===== config.mk =====
export PLATFORM = sky130hd
export DESIGN_NAME = aevc_counter
export DESIGN_NICKNAME = d
export VERILOG_FILES = /design/src/hw/aevc_counter.v
export VERILOG_INCLUDE_DIRS = /design/src /design/src/inc
export SDC_FILE = /design/constraint.sdc
export NUM_CORES = 1
export LEC_CHECK = 0
export BUFFER_PORTS_ARGS = -buffer_cell sky130_fd_sc_hd__buf_4
export CAP_MARGIN = 30
export CORE_ASPECT_RATIO = 0.6
export CORE_MARGIN = 4
export CORE_UTILIZATION = 40
export DETAILED_ROUTE_END_ITERATION = 7
export PLACE_DENSITY = 0.66
export SETUP_SLACK_MARGIN = 0.05
export SYNTH_ARGS = -nofsm -noshare
export SYNTH_HDL_FRONTEND = slang
export SYNTH_SLANG_ARGS = --single-unit

===== constraint.sdc =====
create_clock -name aclk -period 2 [get_ports aclk]
set_input_delay 0.3 -clock aclk [delete_from_list [all_inputs] [get_ports aclk]]
set_output_delay 0.3 -clock aclk [all_outputs]
set_load 0.05 [all_outputs]

===== src/inc/aevc_regs.vh =====
// Summary of operation
// - Count event pin edges sampled on aclk.
// - Control/status register: 8-bit, RW, resets zero.
// - Upper counter: upper pin or lower carry.
// - Lower counter always clocked by lower pin.
// - Chained gives 16 bits; split gives two 8-bit.
// - Counters software-clearable, reset zero, always readable.
// - Channel select resets zero, chained after reset.
// - Chained wrap from all ones sets upper flag.
// - Overflow sets pending; enable gates CPU request.
// - Pending stays set until software writes zero.
// - Low power: count, flags frozen, register held except in sleep.
// - Module standby halts counters, keeps register.
// - Software stops gates before reading; one slip.
// - Channel select at bit four, one splits.
// - Overflow flags: bit seven upper, six lower.
// - Count gates; lower at bit two, zero blocks.
// - Reset releases at bits one and zero.
`ifndef AEVC_REGS_VH
`define AEVC_REGS_VH

// Register byte offsets on the register bus.
`define AEVC_OFS_CTRL 8'h00
`define AEVC_OFS_UPPER 8'h04
`define AEVC_OFS_LOWER 8'h08
`define AEVC_OFS_IRQ_PEND 8'h0C
`define AEVC_OFS_IRQ_EN 8'h10

// Field positions in the control/status register.
`define AEVC_BIT_UPPER_OVF 7
`define AEVC_BIT_LOWER_OVF 6
`define AEVC_BIT_SPLIT 4
`define AEVC_BIT_UPPER_GATE 3
`define AEVC_BIT_LOWER_GATE 2
`define AEVC_BIT_UPPER_REL 1
`define AEVC_BIT_LOWER_REL 0

// Position of the single bit in the pending and enable registers.
`define AEVC_BIT_IRQ 0

// Reset values.
`define AEVC_RST_CTRL 8'h00
`define AEVC_RST_COUNT 8'h00
`define AEVC_COUNT_FULL 8'hFF

// Bus answers.
`define AEVC_RESP_OKAY 2'b00
`define AEVC_RESP_SLVERR 2'b10

`endif


===== src/hw/aevc_counter.v =====
`timescale 1ns/1ns
`default_nettype none
`include "aevc_regs.vh"

module aevc_counter (
	input wire aclk,
	input wire aresetn,
	input wire [7:0] s_axi_awaddr,
	input wire s_axi_awvalid,
	output reg s_axi_awready,
	input wire [31:0] s_axi_wdata,
	input wire [3:0] s_axi_wstrb,
	input wire s_axi_wvalid,
	output reg s_axi_wready,
	output reg [1:0] s_axi_bresp,
	output reg s_axi_bvalid,
	input wire s_axi_bready,
	input wire [7:0] s_axi_araddr,
	input wire s_axi_arvalid,
	output reg s_axi_arready,
	output reg [31:0] s_axi_rdata,
	output reg [1:0] s_axi_rresp,
	output reg s_axi_rvalid,
	input wire s_axi_rready,
	input wire upper_event_pin,
	input wire lower_event_pin,
	input wire sleep_mode,
	input wire hold_mode,
	input wire module_standby,
	output reg irq
);

	// Counting is done by sampling both event pins on aclk, so aclk must keep
	// running while events arrive; a pin must stay high and low for at least
	// two aclk periods or an event is lost.
	// Chained and split modes share one datapath: the only difference is what
	// steps the upper counter and which flags a wrap may set.
	// The counters change under a running read, so software closes both gates
	// first and accepts that each counter may still move by one.
	// Power modes arrive as levels from logic on aclk and are used as they are.

	// Pin synchronisers; index 1 is the upper pin, index 0 the lower pin.
	reg [1:0] pin_s1_reg;
	reg [1:0] pin_s2_reg;
	reg [1:0] pin_s3_reg;
	reg [1:0] pin_level_reg;
	wire [1:0] pin_agree;
	wire [1:0] pin_rise;

	// Software visible state.
	reg [7:0] counter_ctrl_status_reg;
	reg [7:0] upper_count_reg;
	reg [7:0] lower_count_reg;
	reg counter_irq_pending;
	reg counter_irq_enable;

	// Write channel holding state.
	reg aw_held_reg;
	reg w_held_reg;
	reg [7:0] waddr_reg;
	reg [7:0] wdata_reg;
	reg wstrb0_reg;

	// Decoded control fields.
	wire split_channel_select;
	wire upper_count_gate;
	wire lower_count_gate;
	wire upper_reset_release;
	wire lower_reset_release;
	wire upper_overflow_flag;
	wire lower_overflow_flag;

	// Counting terms.
	wire lower_active;
	wire upper_active;
	wire lower_step;
	wire lower_carry;
	wire upper_source;
	wire upper_step;
	wire upper_wrap;
	wire flags_frozen;
	wire upper_ovf_set;
	wire lower_ovf_set;
	wire ovf_event;

	// Write decode terms.
	wire do_write;
	wire wr_ctrl;
	wire wr_pend;
	wire wr_en;
	wire wr_hit;
	wire ctrl_writable;
	reg [7:0] ctrl_next;
	reg [7:0] upper_next;
	reg [7:0] lower_next;
	reg [31:0] rdata_next;
	reg rresp_err_next;

	// Three flip-flops per pin; the first stage feeds only the second.
	always @(posedge aclk) begin
		if (!aresetn) begin
			pin_s1_reg <= 2'b00;
			pin_s2_reg <= 2'b00;
			pin_s3_reg <= 2'b00;
		end else begin
			pin_s1_reg <= {upper_event_pin, lower_event_pin};
			pin_s2_reg <= pin_s1_reg;
			pin_s3_reg <= pin_s2_reg;
		end
	end

	// A pin change counts only once stages two and three agree, which
	// rejects a level that settled late in the first stage.
	assign pin_agree = ~(pin_s2_reg ^ pin_s3_reg);
	assign pin_rise = pin_agree & pin_s2_reg & ~pin_level_reg;

	// Accepted pin level, used to find rising edges.
	always @(posedge aclk) begin
		if (!aresetn) begin
			pin_level_reg <= 2'b00;
		end else begin
			pin_level_reg <= (pin_agree & pin_s2_reg) | (~pin_agree & pin_level_reg);
		end
	end

	// Field views of the control/status register.
	assign split_channel_select = counter_ctrl_status_reg[`AEVC_BIT_SPLIT];
	assign upper_count_gate = counter_ctrl_status_reg[`AEVC_BIT_UPPER_GATE];
	assign lower_count_gate = counter_ctrl_status_reg[`AEVC_BIT_LOWER_GATE];
	assign upper_reset_release = counter_ctrl_status_reg[`AEVC_BIT_UPPER_REL];
	assign lower_reset_release = counter_ctrl_status_reg[`AEVC_BIT_LOWER_REL];
	assign upper_overflow_flag = counter_ctrl_status_reg[`AEVC_BIT_UPPER_OVF];
	assign lower_overflow_flag = counter_ctrl_status_reg[`AEVC_BIT_LOWER_OVF];

	// A counter advances only when released, gated open and not in
	// module standby. Counting is driven by pin edges alone, so it goes on
	// whatever the core's power mode is.
	assign lower_active = lower_reset_release & lower_count_gate & ~module_standby;
	assign upper_active = upper_reset_release & upper_count_gate & ~module_standby;

	// The lower counter always takes the lower pin.
	assign lower_step = lower_active & pin_rise[0];
	assign lower_carry = lower_step & (lower_count_reg == `AEVC_COUNT_FULL);

	// The upper counter takes its own pin when split, else the lower carry.
	// In chained mode the upper gate must stand open when the lower
	// counter wraps, or that carry is lost.
	assign upper_source = split_channel_select ? pin_rise[1] : lower_carry;
	assign upper_step = upper_active & upper_source;
	assign upper_wrap = upper_step & (upper_count_reg == `AEVC_COUNT_FULL);

	// In sleep, watch and standby the counters run but flags are frozen.
	assign flags_frozen = sleep_mode | hold_mode;

	// Chained: the upper flag marks the 16-bit wrap; split: each its own.
	assign upper_ovf_set = upper_wrap & ~flags_frozen;
	assign lower_ovf_set = split_channel_select & lower_carry & ~flags_frozen;
	assign ovf_event = upper_ovf_set | lower_ovf_set;

	// A write is performed once both address and data are held.
	assign do_write = aw_held_reg & w_held_reg & ~s_axi_bvalid;
	assign wr_ctrl = do_write & wstrb0_reg & (waddr_reg == `AEVC_OFS_CTRL);
	assign wr_pend = do_write & wstrb0_reg & (waddr_reg == `AEVC_OFS_IRQ_PEND);
	assign wr_en = do_write & wstrb0_reg & (waddr_reg == `AEVC_OFS_IRQ_EN);

	// Watch, standby and module standby keep the register as it is;
	// sleep leaves it writable.
	assign ctrl_writable = ~hold_mode & ~module_standby;

	// Writes only clear the flags; a flag set in the same cycle wins.
	always @* begin
		ctrl_next = counter_ctrl_status_reg;
		if (wr_ctrl && ctrl_writable) begin
			ctrl_next = {wdata_reg[7] & upper_overflow_flag,
				wdata_reg[6] & lower_overflow_flag, 1'b0, wdata_reg[4:0]};
		end
		if (upper_ovf_set) begin
			ctrl_next[`AEVC_BIT_UPPER_OVF] = 1'b1;
		end
		if (lower_ovf_set) begin
			ctrl_next[`AEVC_BIT_LOWER_OVF] = 1'b1;
		end
	end

	// Control/status register, zero after reset.
	always @(posedge aclk) begin
		if (!aresetn) begin
			counter_ctrl_status_reg <= `AEVC_RST_CTRL;
		end else begin
			counter_ctrl_status_reg <= ctrl_next;
		end
	end

	// Counter next values; a cleared release bit holds the counter at zero.
	// Software reading while gates close may see one extra count.
	always @* begin
		lower_next = lower_count_reg;
		upper_next = upper_count_reg;
		if (!lower_reset_release) begin
			lower_next = `AEVC_RST_COUNT;
		end else if (lower_step) begin
			lower_next = lower_count_reg + 8'h01;
		end
		if (!upper_reset_release) begin
			upper_next = `AEVC_RST_COUNT;
		end else if (upper_step) begin
			upper_next = upper_count_reg + 8'h01;
		end
	end

	// Both counters wrap to zero and keep counting.
	always @(posedge aclk) begin
		if (!aresetn) begin
			lower_count_reg <= `AEVC_RST_COUNT;
			upper_count_reg <= `AEVC_RST_COUNT;
		end else begin
			lower_count_reg <= lower_next;
			upper_count_reg <= upper_next;
		end
	end

	// Pending bit: cleared by writing zero, set wins. It is not cleared when
	// the request is taken.
	always @(posedge aclk) begin
		if (!aresetn) begin
			counter_irq_pending <= 1'b0;
		end else if (ovf_event) begin
			counter_irq_pending <= 1'b1;
		end else if (wr_pend && !wdata_reg[`AEVC_BIT_IRQ]) begin
			counter_irq_pending <= 1'b0;
		end
	end

	// Interrupt enable register.
	always @(posedge aclk) begin
		if (!aresetn) begin
			counter_irq_enable <= 1'b0;
		end else if (wr_en) begin
			counter_irq_enable <= wdata_reg[`AEVC_BIT_IRQ];
		end
	end

	// The request reaches the CPU only while enabled.
	always @(posedge aclk) begin
		if (!aresetn) begin
			irq <= 1'b0;
		end else begin
			irq <= counter_irq_pending & counter_irq_enable;
		end
	end

	// Address and data are taken in either order and held until the
	// write is performed; one write is under way at a time.
	always @(posedge aclk) begin
		if (!aresetn) begin
			s_axi_awready <= 1'b0;
			s_axi_wready <= 1'b0;
			aw_held_reg <= 1'b0;
			w_held_reg <= 1'b0;
			waddr_reg <= 8'h00;
			wdata_reg <= 8'h00;
			wstrb0_reg <= 1'b0;
		end else begin
			s_axi_awready <= ~aw_held_reg & ~(s_axi_awvalid & s_axi_awready);
			s_axi_wready <= ~w_held_reg & ~(s_axi_wvalid & s_axi_wready);
			if (s_axi_awvalid && s_axi_awready) begin
				aw_held_reg <= 1'b1;
				waddr_reg <= s_axi_awaddr;
			end else if (do_write) begin
				aw_held_reg <= 1'b0;
			end
			if (s_axi_wvalid && s_axi_wready) begin
				w_held_reg <= 1'b1;
				wdata_reg <= s_axi_wdata[7:0];
				wstrb0_reg <= s_axi_wstrb[0];
			end else if (do_write) begin
				w_held_reg <= 1'b0;
			end
		end
	end

	// Any decoded offset is a hit; read-only counters accept writes silently.
	assign wr_hit = (waddr_reg == `AEVC_OFS_CTRL) | (waddr_reg == `AEVC_OFS_UPPER) |
		(waddr_reg == `AEVC_OFS_LOWER) | (waddr_reg == `AEVC_OFS_IRQ_PEND) |
		(waddr_reg == `AEVC_OFS_IRQ_EN);

	// Write response one cycle after both halves are held.
	always @(posedge aclk) begin
		if (!aresetn) begin
			s_axi_bvalid <= 1'b0;
			s_axi_bresp <= `AEVC_RESP_OKAY;
		end else if (do_write) begin
			s_axi_bvalid <= 1'b1;
			s_axi_bresp <= wr_hit ? `AEVC_RESP_OKAY : `AEVC_RESP_SLVERR;
		end else if (s_axi_bvalid && s_axi_bready) begin
			s_axi_bvalid <= 1'b0;
		end
	end

	// Read decode; narrow registers sit in the low byte.
	always @* begin
		rdata_next = 32'h0000_0000;
		rresp_err_next = 1'b0;
		if (s_axi_araddr == `AEVC_OFS_CTRL) begin
			rdata_next[7:0] = counter_ctrl_status_reg;
		end else if (s_axi_araddr == `AEVC_OFS_UPPER) begin
			rdata_next[7:0] = upper_count_reg;
		end else if (s_axi_araddr == `AEVC_OFS_LOWER) begin
			rdata_next[7:0] = lower_count_reg;
		end else if (s_axi_araddr == `AEVC_OFS_IRQ_PEND) begin
			rdata_next[`AEVC_BIT_IRQ] = counter_irq_pending;
		end else if (s_axi_araddr == `AEVC_OFS_IRQ_EN) begin
			rdata_next[`AEVC_BIT_IRQ] = counter_irq_enable;
		end else begin
			rresp_err_next = 1'b1;
		end
	end

	// Read channel: the address is taken when ready, data follows next cycle.
	always @(posedge aclk) begin
		if (!aresetn) begin
			s_axi_arready <= 1'b0;
			s_axi_rvalid <= 1'b0;
			s_axi_rdata <= 32'h0000_0000;
			s_axi_rresp <= `AEVC_RESP_OKAY;
		end else if (s_axi_arvalid && s_axi_arready) begin
			s_axi_arready <= 1'b0;
			s_axi_rvalid <= 1'b1;
			s_axi_rdata <= rdata_next;
			s_axi_rresp <= rresp_err_next ? `AEVC_RESP_SLVERR : `AEVC_RESP_OKAY;
		end else if (s_axi_rvalid && s_axi_rready) begin
			s_axi_rvalid <= 1'b0;
			s_axi_arready <= 1'b1;
		end else if (!s_axi_rvalid) begin
			s_axi_arready <= 1'b1;
		end
	end

endmodule // aevc_counter

`default_nettype wire


# == Word-level counts from Yosys, hierarchy flattened ==
# Index checks and enable logic that the tools add are counted.
# W data, S select, Z words.
# word_totals
mem_bits_rw,0
output_inout_bits,42
latchBits,0
word_cells,134
memories,0
input_bits,64
reg_bits,70
romBits,0
# classes
mul,0
n_bitwise,48
n_eq_ne,11
add_sub_neg,2
order_cmp,0
reduce_logical,20
muxes,28
div,0
n_shift,0
# ops
operator,count
$eq A8 B4 Y1 const B,4
$and A1 B1 Y1,25
$mux W8,3
$mux W1,22
$add A8 B1 Y8 const B,2
$eq A8 B3 Y1 const B,2
$eq A8 B5 Y1 const B,2
$eq A8 B8 Y1 const B,2
$logic_not A8 Y1,2
$reduce_bool A2 Y1,7
$not A1 Y1,9
$logic_and A1 B1 Y1,7
$mux W7,1
$and A2 B2 Y2,3
$not A2 Y2,3
$or A1 B1 Y1,6
$mux W2,2
$reduce_and A2 Y1,2
$ne A2 B1 Y1 const B,1
$or A2 B2 Y2,1
$reduce_or A2 Y1,1
$xor A2 B2 Y2,1
$logic_not A1 Y1,1

# == Depth between registers and ports, before layout ==
# Gate-level depths: netlist of run 1.
# logic_depth
depth_word,12
mapped_depth,6

# == Worst setup path before layout of run 1 ==
# Ideal clock, no wire load.
# synth_timing
path_kind,register to register
from,reg lower_count_reg[0]
to,reg upper_count_reg[7]
path_slack_ns,0.176
setup_ns,0.072
path_stages_with_launch,7
arrival_ns,1.753
n_path_buf,1
path_cell_list,dfxtp_1 > ha_1 > nand4b_1 > o41a_1 > buf_6 > nor4_1 > mux2i_1
# synth_between
elab_chain_cells,4
# synth_rtl
item,line,source
start: declaration,aevc_counter.v:53,reg [7:0] lower_count_reg;
start signal: assignment,aevc_counter.v:214,lower_count_reg <= `AEVC_RST_COUNT;
start signal: assignment,aevc_counter.v:217,lower_count_reg <= lower_next;
$eq A8 B8 Y1 (no line),-,
$and A1 B1 Y1,aevc_counter.v:143,assign lower_carry = lower_step & (lower_count_reg == `AEVC_COUNT_FULL);
$mux W1,aevc_counter.v:148,assign upper_source = split_channel_select ? pin_rise[1] : lower_carry;
$and A1 B1 Y1,aevc_counter.v:149,assign upper_step = upper_active & upper_source;
end signal: assignment,aevc_counter.v:215,upper_count_reg <= `AEVC_RST_COUNT;
end signal: assignment,aevc_counter.v:218,upper_count_reg <= upper_next;
end: declaration,aevc_counter.v:52,reg [7:0] upper_count_reg;
# Every way passes these cells.
# A chain may end at the register's enable or synchronous reset.

# == Final worst setup path of run 1 ==
# layout_timing
from,reg lower_count_reg[1]
to,reg counter_irq_pending
# layout_between
elab_chain_cells,8
elab_cells_between_ends,11
# layout_rtl
item,line,source
$eq A8 B8 Y1 (no line) (*),-,
$and A1 B1 Y1 (*),aevc_counter.v:143,
$mux W1,aevc_counter.v:148,
$and A1 B1 Y1,aevc_counter.v:149,
$and A1 B1 Y1,aevc_counter.v:150,assign upper_wrap = upper_step & (upper_count_reg == `AEVC_COUNT_FULL);
$and A1 B1 Y1,aevc_counter.v:156,assign upper_ovf_set = upper_wrap & ~flags_frozen;
$or A1 B1 Y1 (*),aevc_counter.v:158,assign ovf_event = upper_ovf_set | lower_ovf_set;
$mux W1 or $reduce_bool A2 Y1 (tied branches),-,
end signal: assignment,aevc_counter.v:226,counter_irq_pending <= 1'b0;
end signal: assignment,aevc_counter.v:228,counter_irq_pending <= 1'b1;
end signal: assignment,aevc_counter.v:230,counter_irq_pending <= 1'b0;
end: declaration,aevc_counter.v:54,reg counter_irq_pending;
# Mark *: on every way between the ends. The rest lies on a longest branch, timed or not.

==> run_results.csv, run 1 <==
group,metric,value,unit
global_routing,grt-ovfl-total,0,
routing,via_per_inst,5.04,
place,pre_cts_slack,0.0293,ns
sta,setup_violations,0,
routing,detail_route.first_pass.iterations,4,
sta,fin_ws,0.0125,ns
yosys,synth_area_per_cell,8.59,um2
global_routing,antenna_found_initial,0,
power_and_ir_drop,p_leak,1.61,nW
global_routing,first_pass_grt_wire_length,12000,um
die,dieArea,9170,um2
die,floorplan.die.width,121,um
die,design.portCount,106,
outcome,result_of_the_run,"completed",
cts,max-clock-path-buffers,2,
place,place_congestion,0.874,
sta,finalHoldViolations,0,
worst_setup_path,endpoint_kind,"flip-flop",
final_layout,number_of_filler_cells_placed_in_the_layout,699,
final_layout,area_delta_synth_final,29.5,%
yosys,seq_area_frac_synth,43.8,%
die,floorplan.initialDensity,41.7,%
worst_setup_path,crit_type,"flip-flop to flip-flop",
global_routing,gr-usage-all-layers,16.7,%
cts,root_buffer,"clkbuf_16",
sta,period_needed,1.99,ns
cts,cts.hold.buffers_added,0,
routing,route.final.wire_length,7610,um
cts,clk_latency,0.34,ns
final_layout,layout_common_cells,"68 x buf_4, 62 x dfxtp_1, 54 x nand2_1, 31 x a21oi_1, 26 x conb_1",
yosys,post_synth_instance_area,3070,um2
yosys,synth-edff-count,0,
cts,clkTransAtPathRegs,0.05,ns
cts,tritoncts.num_buffers,9,
sta,clock_skew,0.00739,ns
yosys,synth_warn,0,
power_and_ir_drop,power_density,846,nW/um2
sta,final_max_slew_viol_count,0,
worst_setup_path,timing.critical_path.required,2.26,ns
routing,route.detailed.wl_per_inst,14.3,um
yosys,synth-async-reset-ratio,0,%
power_and_ir_drop,vdd_drop_max,0.651,mV
sta,rsz0062_at_grt,"yes",
final_layout,final_layout_size_suffix_gt1_share,23.4,%
cts,numClockSinks,67,
global_routing,grt_start_max_net_pins,35,
worst_setup_path,critical_path_peak_fanout,5,
place,port_buffers,51,
routing,route.detailed.drc,0,
place,dp_hpwl,5450,um
yosys,ys_types,44,
die,die-height,75.8,um
worst_setup_path,worst_setup_path_start_kind,"flip-flop",
routing,detailedRoute.firstIterationViolations,189,
cts,tritoncts,"yes",
hold_path,min_path_type,"input port to flip-flop",
final_layout,finish.net_count,492,
yosys,flop_and_latch_count_out_of_synthesis,67,
final_layout,n_antenna_cell,0,
power_and_ir_drop,total_power_after_layout,0.00336,W
final_layout,leading_cell_type_in_the_layout_fill_and_taps_excluded,"buf_4",
yosys,synth_ff_type,"dfxtp_1",
die,design.core.area,7360,um2
routing,detail-route-antenna-nets,0,
die,num_rows,24,
global_routing,vias_in_the_first_global_route,2449,
sta,final.period_utilization,99.4,%
sta,max_clock_freq,503,MHz
worst_setup_path,cp_data_arrival_time,2.25,ns
yosys,synth_cells,357,
flow_run,maxCapViolations,0,
cts,htree_levels,3,
routing,via_count,2681,
==> kinds of logic (layout without fill, tap and decap cells) <==
logic type	count (synthesis)	in the layout	synth area share [%]
AOI/OAI and AO/OA	64	65	12.4
other	1	26	0.122
adders and majority gates	4	4	1.63
muxes	18	18	6.41
xor gates and xnor gates	7	7	2.00
buffers and inverters	49	94	9.43
and+or+nand+nor	147	147	24.2
DFF	67	67	43.8
==> metrics by stage <==
| step | instances | hold slack, ns | setup TNS (ns) | utilization [%] | area [um2] |
|---|---|---|---|---|---|
| 2_1_floorplan | 382 | 0.412 | 0 | - | 3160 |
| 3_3_place_gp | 513 | 0.415 | 0 | 48.2 | 3550 |
| 3_5_place_dp | 513 | 0.426 | 0 | 48.2 | 3550 |
| 4_1_cts | 528 | 0.169 | 0 | 52.5 | 3860 |
| 5_1_grt | 532 | 0.176 | -0.0512 | 53.9 | 3970 |
| 6_report | 532 | 0.176 | 0 | 53.9 | 3970 |
==> power breakdown <==
part / internal [W] / switching [W]
Sequential: 0.00137 / 0.0000240
Clock: 0.00109 / 0.000543
Combinational: 0.0000963 / 0.000229
Total: 0.00256 / 0.000796
==> cells in the mapped netlist (2+ instances only) <==
cell,count,area [um2]
a21oi_1,34,170
a31oi_1,3,18.8
and2_1,10,62.6
buf_4,26,195
clkbuf_1,13,48.8
dfxtp_1,67,1340
ha_1,4,50.1
inv_1,9,33.8
mux2i_1,17,170
nand2_1,54,203
nand2b_1,5,31.3
nand3_1,15,75.1
nand4_1,7,43.8
nor2_1,22,82.6
nor2b_1,4,25.0
nor3_1,10,50.1
nor3b_1,2,15.0
nor4_1,5,31.3
o21ai_0,8,40.0
o21ai_1,3,15.0
o2bb2ai_1,6,52.6
o31ai_1,3,22.5
or4_1,3,22.5
or4b_1,2,20.0
xnor2_1,6,52.6
==> metal layers <==
metal  global-route usage [%]  vias to the layer above  routed length, um
li1                         -                     1328                  -
met1                     22.8                     1248               3800
met2                     24.4                       92               3080
met3                     5.86                       13                633
met4                     6.78                        0                102
met5                        0                        -                  0
==> worst paths after layout <==
path                                                       from  cells past startpoint  slack, ns                          endpoint
worst min register to register         pin_s1_reg[0]$_SDFF_PN0_                      1       0.44          pin_s2_reg[0]$_SDFF_PN0_
worst max-delay path            lower_count_reg[1]$_SDFFE_PN0N_                      5       0.01  counter_irq_pending$_SDFFE_PN0P_
worst min-delay path                            lower_event_pin                      2       0.18          pin_s1_reg[0]$_SDFF_PN0_
worst max register to register  lower_count_reg[1]$_SDFFE_PN0N_                      5       0.01  counter_irq_pending$_SDFFE_PN0P_
==> layout make-up <==
type	instances	area [um2]	share of cell area, %
Inverter	9	33.8	0.851
Clock buffer	14	284	7.16
Multi-Input combinational cell	267	1600	40.4
Clock inverter	1	30.0	0.757
Timing Repair Buffer	70	542	13.7
Tap cell	104	130	3.28
Sequential cell	67	1350	34.0
==> what timing repair did <==
item,CTS,global route
setup buffers,0,3
gates cloned,0,1
setup endpoints to repair,6,7
gates resized for setup,0,17
pin swaps,1,11
==> critical path: stages (launching register included) <==
cell and delay (ns):
dfxtp_2 0.35, ha_4 0.14, nand4b_1 0.16, o41a_1 0.54
or4b_4 0.56, a31oi_1 0.16
Power figures use the tool's default switching activity.
==> run 2, diff against run 1 <==
- CORE_ASPECT_RATIO: 0.6 -> not set
==> run_results.csv, run 2 (synthesized netlist as in run 1, its figures left out) <==
group,metric,value,unit
outcome,result_of_the_run,"completed",
hold_path,holdPathStages,2,
routing,route.detailed.wl_per_inst,13.1,um
hold_path,hold_end,"pin_s1_reg[1]$_SDFF_PN0_",
die,floorplan.initialDensity,41.6,%
sta,fin_tns_setup,0,ns
final_layout,final_layout_size_suffix_gt1_share,23.2,%
final_layout,n_antenna_cell,0,
sta,final.period_utilization,98.0,%
cts,clk_latency,0.35,ns
die,dieArea,9130,um2
cts,cts.hold.buffers_added,0,
final_layout,layout_common_cells,"66 x buf_4, 64 x dfxtp_1, 54 x nand2_1, 31 x a21oi_1, 26 x conb_1",
power_and_ir_drop,switching_share,27.0,%
place,place_congestion,0.874,
routing,route.final.wire_length,6890,um
die,floorplan.die.width,95.5,um
power_and_ir_drop,pwr-share-seq,49.1,%
worst_setup_path,r2r_cells,5,
sta,setup_violations,0,
hold_path,min_from,"upper_event_pin",
global_routing,vias_in_the_first_global_route,2336,
cts,numClockSinks,67,
routing,route.detailed.drc,0,
sta,clock_skew,0.00767,ns
worst_setup_path,critical_path_peak_fanout,5,
routing,detailedRoute.firstIterationViolations,140,
power_and_ir_drop,power.switching,0.000764,W
worst_setup_path,crit-reg2reg-launch,"pin_s3_reg[0]$_SDFF_PN0_",
worst_setup_path,endpoint_kind,"flip-flop",
cts,root_buffer,"clkbuf_8",
final_layout,finish.net_count,489,
routing,via_count,2618,
sta,period_needed,1.96,ns
final_layout,layout.core_utilization,51.9,%
sta,max_clock_freq,510,MHz
worst_setup_path,crit_type,"flip-flop to flip-flop",
die,die-height,95.5,um
die,design.portCount,106,
routing,detail_route.first_pass.iterations,4,
power_and_ir_drop,vdd_drop_max,0.474,mV
power_and_ir_drop,power_report.internal_total,0.00207,W
global_routing,antenna_found_initial,0,
worst_setup_path,setup.reg_to_reg.worst_slack,0.04,ns
sta,final_max_slew_viol_count,0,
worst_setup_path,cp_cell_sequence,"ha_4, nand4b_1, o41a_1, or4b_4, a21oi_2",
sta,finalHoldViolations,0,
power_and_ir_drop,comb_power_share,11.3,%
hold_path,min_path_type,"input port to flip-flop",
cts,clkTransAtPathRegs,0.07,ns
worst_setup_path,cpLargestDelayFamily,"simple AND/OR/NAND/NOR gates",
power_and_ir_drop,p_leak,1.54,nW
worst_setup_path,worst_setup_path_start_kind,"flip-flop",
worst_setup_path,timing.critical_path.required,2.28,ns
worst_setup_path,crit-reg2reg-capture,"upper_count_reg[6]$_SDFFE_PN0P_",
global_routing,grt-ovfl-total,0,
routing,via_per_inst,4.99,
cts,htree_levels,3,
final_layout,leading_cell_type_in_the_layout_fill_and_taps_excluded,"buf_4",
power_and_ir_drop,clock_power_share,39.6,%
global_routing,grt_start_max_net_pins,42,
worst_setup_path,cp_data_arrival_time,2.24,ns
cts,tritoncts,"yes",
flow_run,maxCapViolations,0,
die,design.core.area,7370,um2
final_layout,area_delta_synth_final,24.8,%
sta,rsz0062_at_grt,"yes",
place,port_buffers,51,
worst_setup_path,timing.critical_path.slowest_cell_delay,0.56,ns
die,num_rows,31,
place,dp_hpwl,4870,um
global_routing,first_pass_grt_wire_length,10900,um
worst_setup_path,cp_slowest_cell,"o41a_1",
global_routing,gr-usage-all-layers,15.5,%
cts,max-clock-path-buffers,2,
routing,detail-route-antenna-nets,0,
worst_setup_path,cp.buffers_inverters,0,
cts,tritoncts.num_buffers,9,
power_and_ir_drop,power_density,740,nW/um2
[run 2: cell count changes in the layout (fill, tap and decap cells not counted), moves of 2 or more]
cell       change
clkbuf_16      -9
clkbuf_8       +6
dfxtp_2        -3
buf_4          -2
clkinv_2       +2
clkinv_4       +2
dfxtp_1        +2
[run 2: what timing repair did]
| action | CTS | global route |
|---|---|---|
| pin swaps | 0 | 9 |
| endpoints found under the setup margin | 4 | 9 |
| resized for setup | 0 | 18 |
| cloned | 0 | 1 |
| setup buffers | 1 | 0 |
[run 2: final cells by class]
cell class	instances	area, um2
Timing Repair Buffer	67	507
Clock inverter	6	65.1
Fill cell	723	3540
Multi-Input combinational cell	267	1610
Inverter	9	33.8
Clock buffer	10	138
Tap cell	99	124
Sequential cell	67	1350
[run 2: layer usage]
metal / vias to the layer above / global-route usage [%] / routed length [um]
li1: 1330 / - / -
met1: 1200 / 19.9 / 3030
met2: 81 / 24.1 / 3210
met5: - / 0 / 0
met3: 7 / 5.76 / 569
met4: 0 / 5.33 / 78
[run 2: worst max path at each step]
stage | start | endpoint | slack (ns) | cells past startpoint
floorplan | lower_count_reg[0]$_SDFFE_PN0N_ | upper_count_reg[7]$_SDFFE_PN0P_ | 0.18 | 6
global placement | pin_s2_reg[0]$_SDFF_PN0_ | upper_count_reg[5]$_SDFFE_PN0P_ | 0.08 | 6
detailed placement | pin_s2_reg[0]$_SDFF_PN0_ | counter_ctrl_status_reg[7]$_SDFFE_PN0P_ | 0.04 | 5
CTS | pin_s2_reg[0]$_SDFF_PN0_ | counter_ctrl_status_reg[7]$_SDFFE_PN0P_ | 0.05 | 5
global route | pin_s3_reg[0]$_SDFF_PN0_ | upper_count_reg[6]$_SDFFE_PN0P_ | -0.03 | 5
finish | pin_s3_reg[0]$_SDFF_PN0_ | upper_count_reg[6]$_SDFFE_PN0P_ | 0.04 | 5
[run 2: power by group through the flow]
stage	Clock, W	Sequential [W]	Combinational, W
6_report	0.00112	0.00139	0.000319
4_1_cts	0.00117	0.00139	0.000319
3_5_place_dp	0	0.00142	0.000319
3_3_place_gp	0	0.00142	0.000315
2_1_floorplan	0	0.00145	0.000237
5_1_grt	0.00123	0.00139	0.000345
[run 2: metrics by stage]
step	setup slack, ns	hold WS (ns)	cell area, um2	power [W]	cells
2_1_floorplan	0.176	0.412	3160	0.00168	382
3_3_place_gp	0.0826	0.417	3520	0.00173	507
3_5_place_dp	0.0429	0.423	3520	0.00174	507
4_1_cts	0.0516	0.153	3730	0.00287	524
5_1_grt	-0.0336	0.170	3830	0.00296	525
6_report	0.0408	0.170	3830	0.00283	525
==> run 3, diff against run 2 <==
- CORE_UTILIZATION: 40 -> 50
- PLACE_DENSITY: 0.66 -> 0.8
==> run_results.csv, run 3 (synthesized netlist as in run 1, its figures left out) <==
group,metric,value,unit
final_layout,final_layout_size_suffix_gt1_share,22.2,%
routing,route.detailed.wl_per_inst,13.7,um
routing,detailedRoute.firstIterationViolations,177,
sta,fin_tns_setup,0,ns
worst_setup_path,setup.reg_to_reg.worst_slack,0.02,ns
place,port_buffers,51,
worst_setup_path,crit-reg2reg-capture,"counter_ctrl_status_reg[7]$_SDFFE_PN0P_",
power_and_ir_drop,vdd_drop_max,0.444,mV
routing,via_per_inst,5.35,
outcome,result_of_the_run,"completed",
global_routing,grt-ovfl-total,0,
routing,detail_route.first_pass.iterations,4,
die,floorplan.die.width,86.3,um
sta,relSlewSlack,66.4,%
routing,route.detailed.drc,0,
hold_path,holdPathStages,2,
sta,setup_violations,0,
die,dieArea,7450,um2
hold_path,min_from,"lower_event_pin",
die,floorplan.initialDensity,51.8,%
final_layout,layout_common_cells,"65 x buf_4, 63 x dfxtp_1, 54 x nand2_1, 32 x a21oi_1, 26 x conb_1",
worst_setup_path,worst_setup_path_start_kind,"flip-flop",
sta,holdWs,0.161,ns
worst_setup_path,r2r_cells,5,
place,post-place-cells,481,
worst_setup_path,timing.critical_path.required,2.27,ns
final_layout,area_delta_synth_final,22.9,%
final_layout,non_filler_instance_count_after_layout,499,
worst_setup_path,crit-reg2reg-launch,"pin_s2_reg[0]$_SDFF_PN0_",
power_and_ir_drop,power_density,757,nW/um2
routing,route.final.wire_length,6860,um
sta,fin_ws,0.0195,ns
cts,numClockSinks,67,
worst_setup_path,timing.critical_path.slowest_cell_delay,0.56,ns
sta,final.period_utilization,99.0,%
place,pre_cts_slack,0.0435,ns
die,design.core.area,5920,um2
hold_path,min_path_type,"input port to flip-flop",
worst_setup_path,cp_slowest_cell,"o41a_1",
worst_setup_path,cp_cell_sequence,"ha_4, nand4b_1, o41a_1, or4b_1, a21oi_1",
cts,htree_levels,3,
global_routing,vias_in_the_first_global_route,2379,
die,die-height,86.3,um
cts,clk_latency,0.34,ns
cts,root_buffer,"clkbuf_8",
place,place_congestion,0.936,
global_routing,grt_start_max_net_pins,42,
final_layout,leading_cell_type_in_the_layout_fill_and_taps_excluded,"buf_4",
flow_run,maxCapViolations,0,
die,design.portCount,106,
routing,detail-route-antenna-nets,0,
place,dpl_cell_area,3480,um2
final_layout,n_antenna_cell,0,
die,num_rows,28,
worst_setup_path,endpoint_kind,"flip-flop",
sta,period_needed,1.98,ns
sta,max_clock_freq,505,MHz
worst_setup_path,critical_path_peak_fanout,5,
sta,rsz0062_at_grt,"yes",
cts,clkTransAtPathRegs,0.07,ns
global_routing,first_pass_grt_wire_length,10700,um
global_routing,antenna_found_initial,0,
power_and_ir_drop,p_leak,1.52,nW
routing,via_count,2672,
final_layout,finish.net_count,488,
final_layout,postLayoutCellArea,3770,um2
place,dp_hpwl,4820,um
sta,clock_skew,0.00862,ns
hold_path,hold_end,"pin_s1_reg[0]$_SDFF_PN0_",
cts,tritoncts.num_buffers,9,
worst_setup_path,crit_type,"flip-flop to flip-flop",
sta,finalHoldViolations,0,
cts,max-clock-path-buffers,2,
global_routing,gr-usage-all-layers,18.1,%
sta,final_max_slew_viol_count,0,
cts,tritoncts,"yes",
sta,worstMarginPinSlew,0.503,ns
worst_setup_path,cp_data_arrival_time,2.26,ns
run 3: how the worst max path moves through the flow:
| stage | end | startpoint | slack [ns] |
|---|---|---|---|
| after CTS | upper_count_reg[5]$_SDFFE_PN0P_ | pin_s2_reg[0]$_SDFF_PN0_ | 0.04 |
| final | counter_ctrl_status_reg[7]$_SDFFE_PN0P_ | pin_s2_reg[0]$_SDFF_PN0_ | 0.02 |
| after global routing | upper_count_reg[5]$_SDFFE_PN0P_ | lower_count_reg[1]$_SDFFE_PN0N_ | -0.03 |
| after floorplan | upper_count_reg[7]$_SDFFE_PN0P_ | lower_count_reg[0]$_SDFFE_PN0N_ | 0.18 |
| after global placement | counter_ctrl_status_reg[7]$_SDFFE_PN0P_ | pin_s2_reg[0]$_SDFF_PN0_ | 0.1 |
| after detailed placement | upper_count_reg[5]$_SDFFE_PN0P_ | pin_s2_reg[0]$_SDFF_PN0_ | 0.04 |
run 3: critical path: cells and delay by family (launching register included):
| family | cells | cell delay (ns) |
|---|---|---|
| compound gates | 2 | 0.71 |
| simple gates | 2 | 0.71 |
| fa+ha+maj | 1 | 0.13 |
| flops | 1 | 0.36 |
run 3: metrics by stage:
stage          total power [W]  utilization, %
3_3_place_gp           0.00173            58.7
4_1_cts                0.00286            62.3
2_1_floorplan          0.00168               -
5_1_grt                0.00295            63.6
3_5_place_dp           0.00174            58.7
6_report               0.00285            63.6
run 3: report_power, final:
part           total, W  internal [W]  switching (W)
Sequential      0.00139       0.00137      0.0000231
Combinational  0.000318     0.0000922       0.000226
Clock           0.00114      0.000634       0.000510
run 3: layer usage:
metal | GRT usage, % | share of wire (%)
met1 | 22.4 | 42
met3 | 4.94 | 7.9
met5 | 0 | 0
met4 | 8.36 | 1.6
met2 | 29.4 | 48
run 3: layout make-up:
type | instances | area [um2]
Sequential cell | 67 | 1350
Clock inverter | 4 | 50.0
Fill cell | 510 | 2150
Inverter | 9 | 33.8
Tap cell | 75 | 93.8
Clock buffer | 11 | 151
Multi-Input combinational cell | 267 | 1590
Timing Repair Buffer | 66 | 499
run 3: repair_timing:
action / in CTS / in global routing
hold buffers: 0 / 0
hold endpoints to repair: 0 / 0
gates resized for setup: 0 / 15
setup endpoints to repair: 3 / 8
pin swaps: 0 / 7
buffers inserted: 1 / 1
cloned: 0 / 1
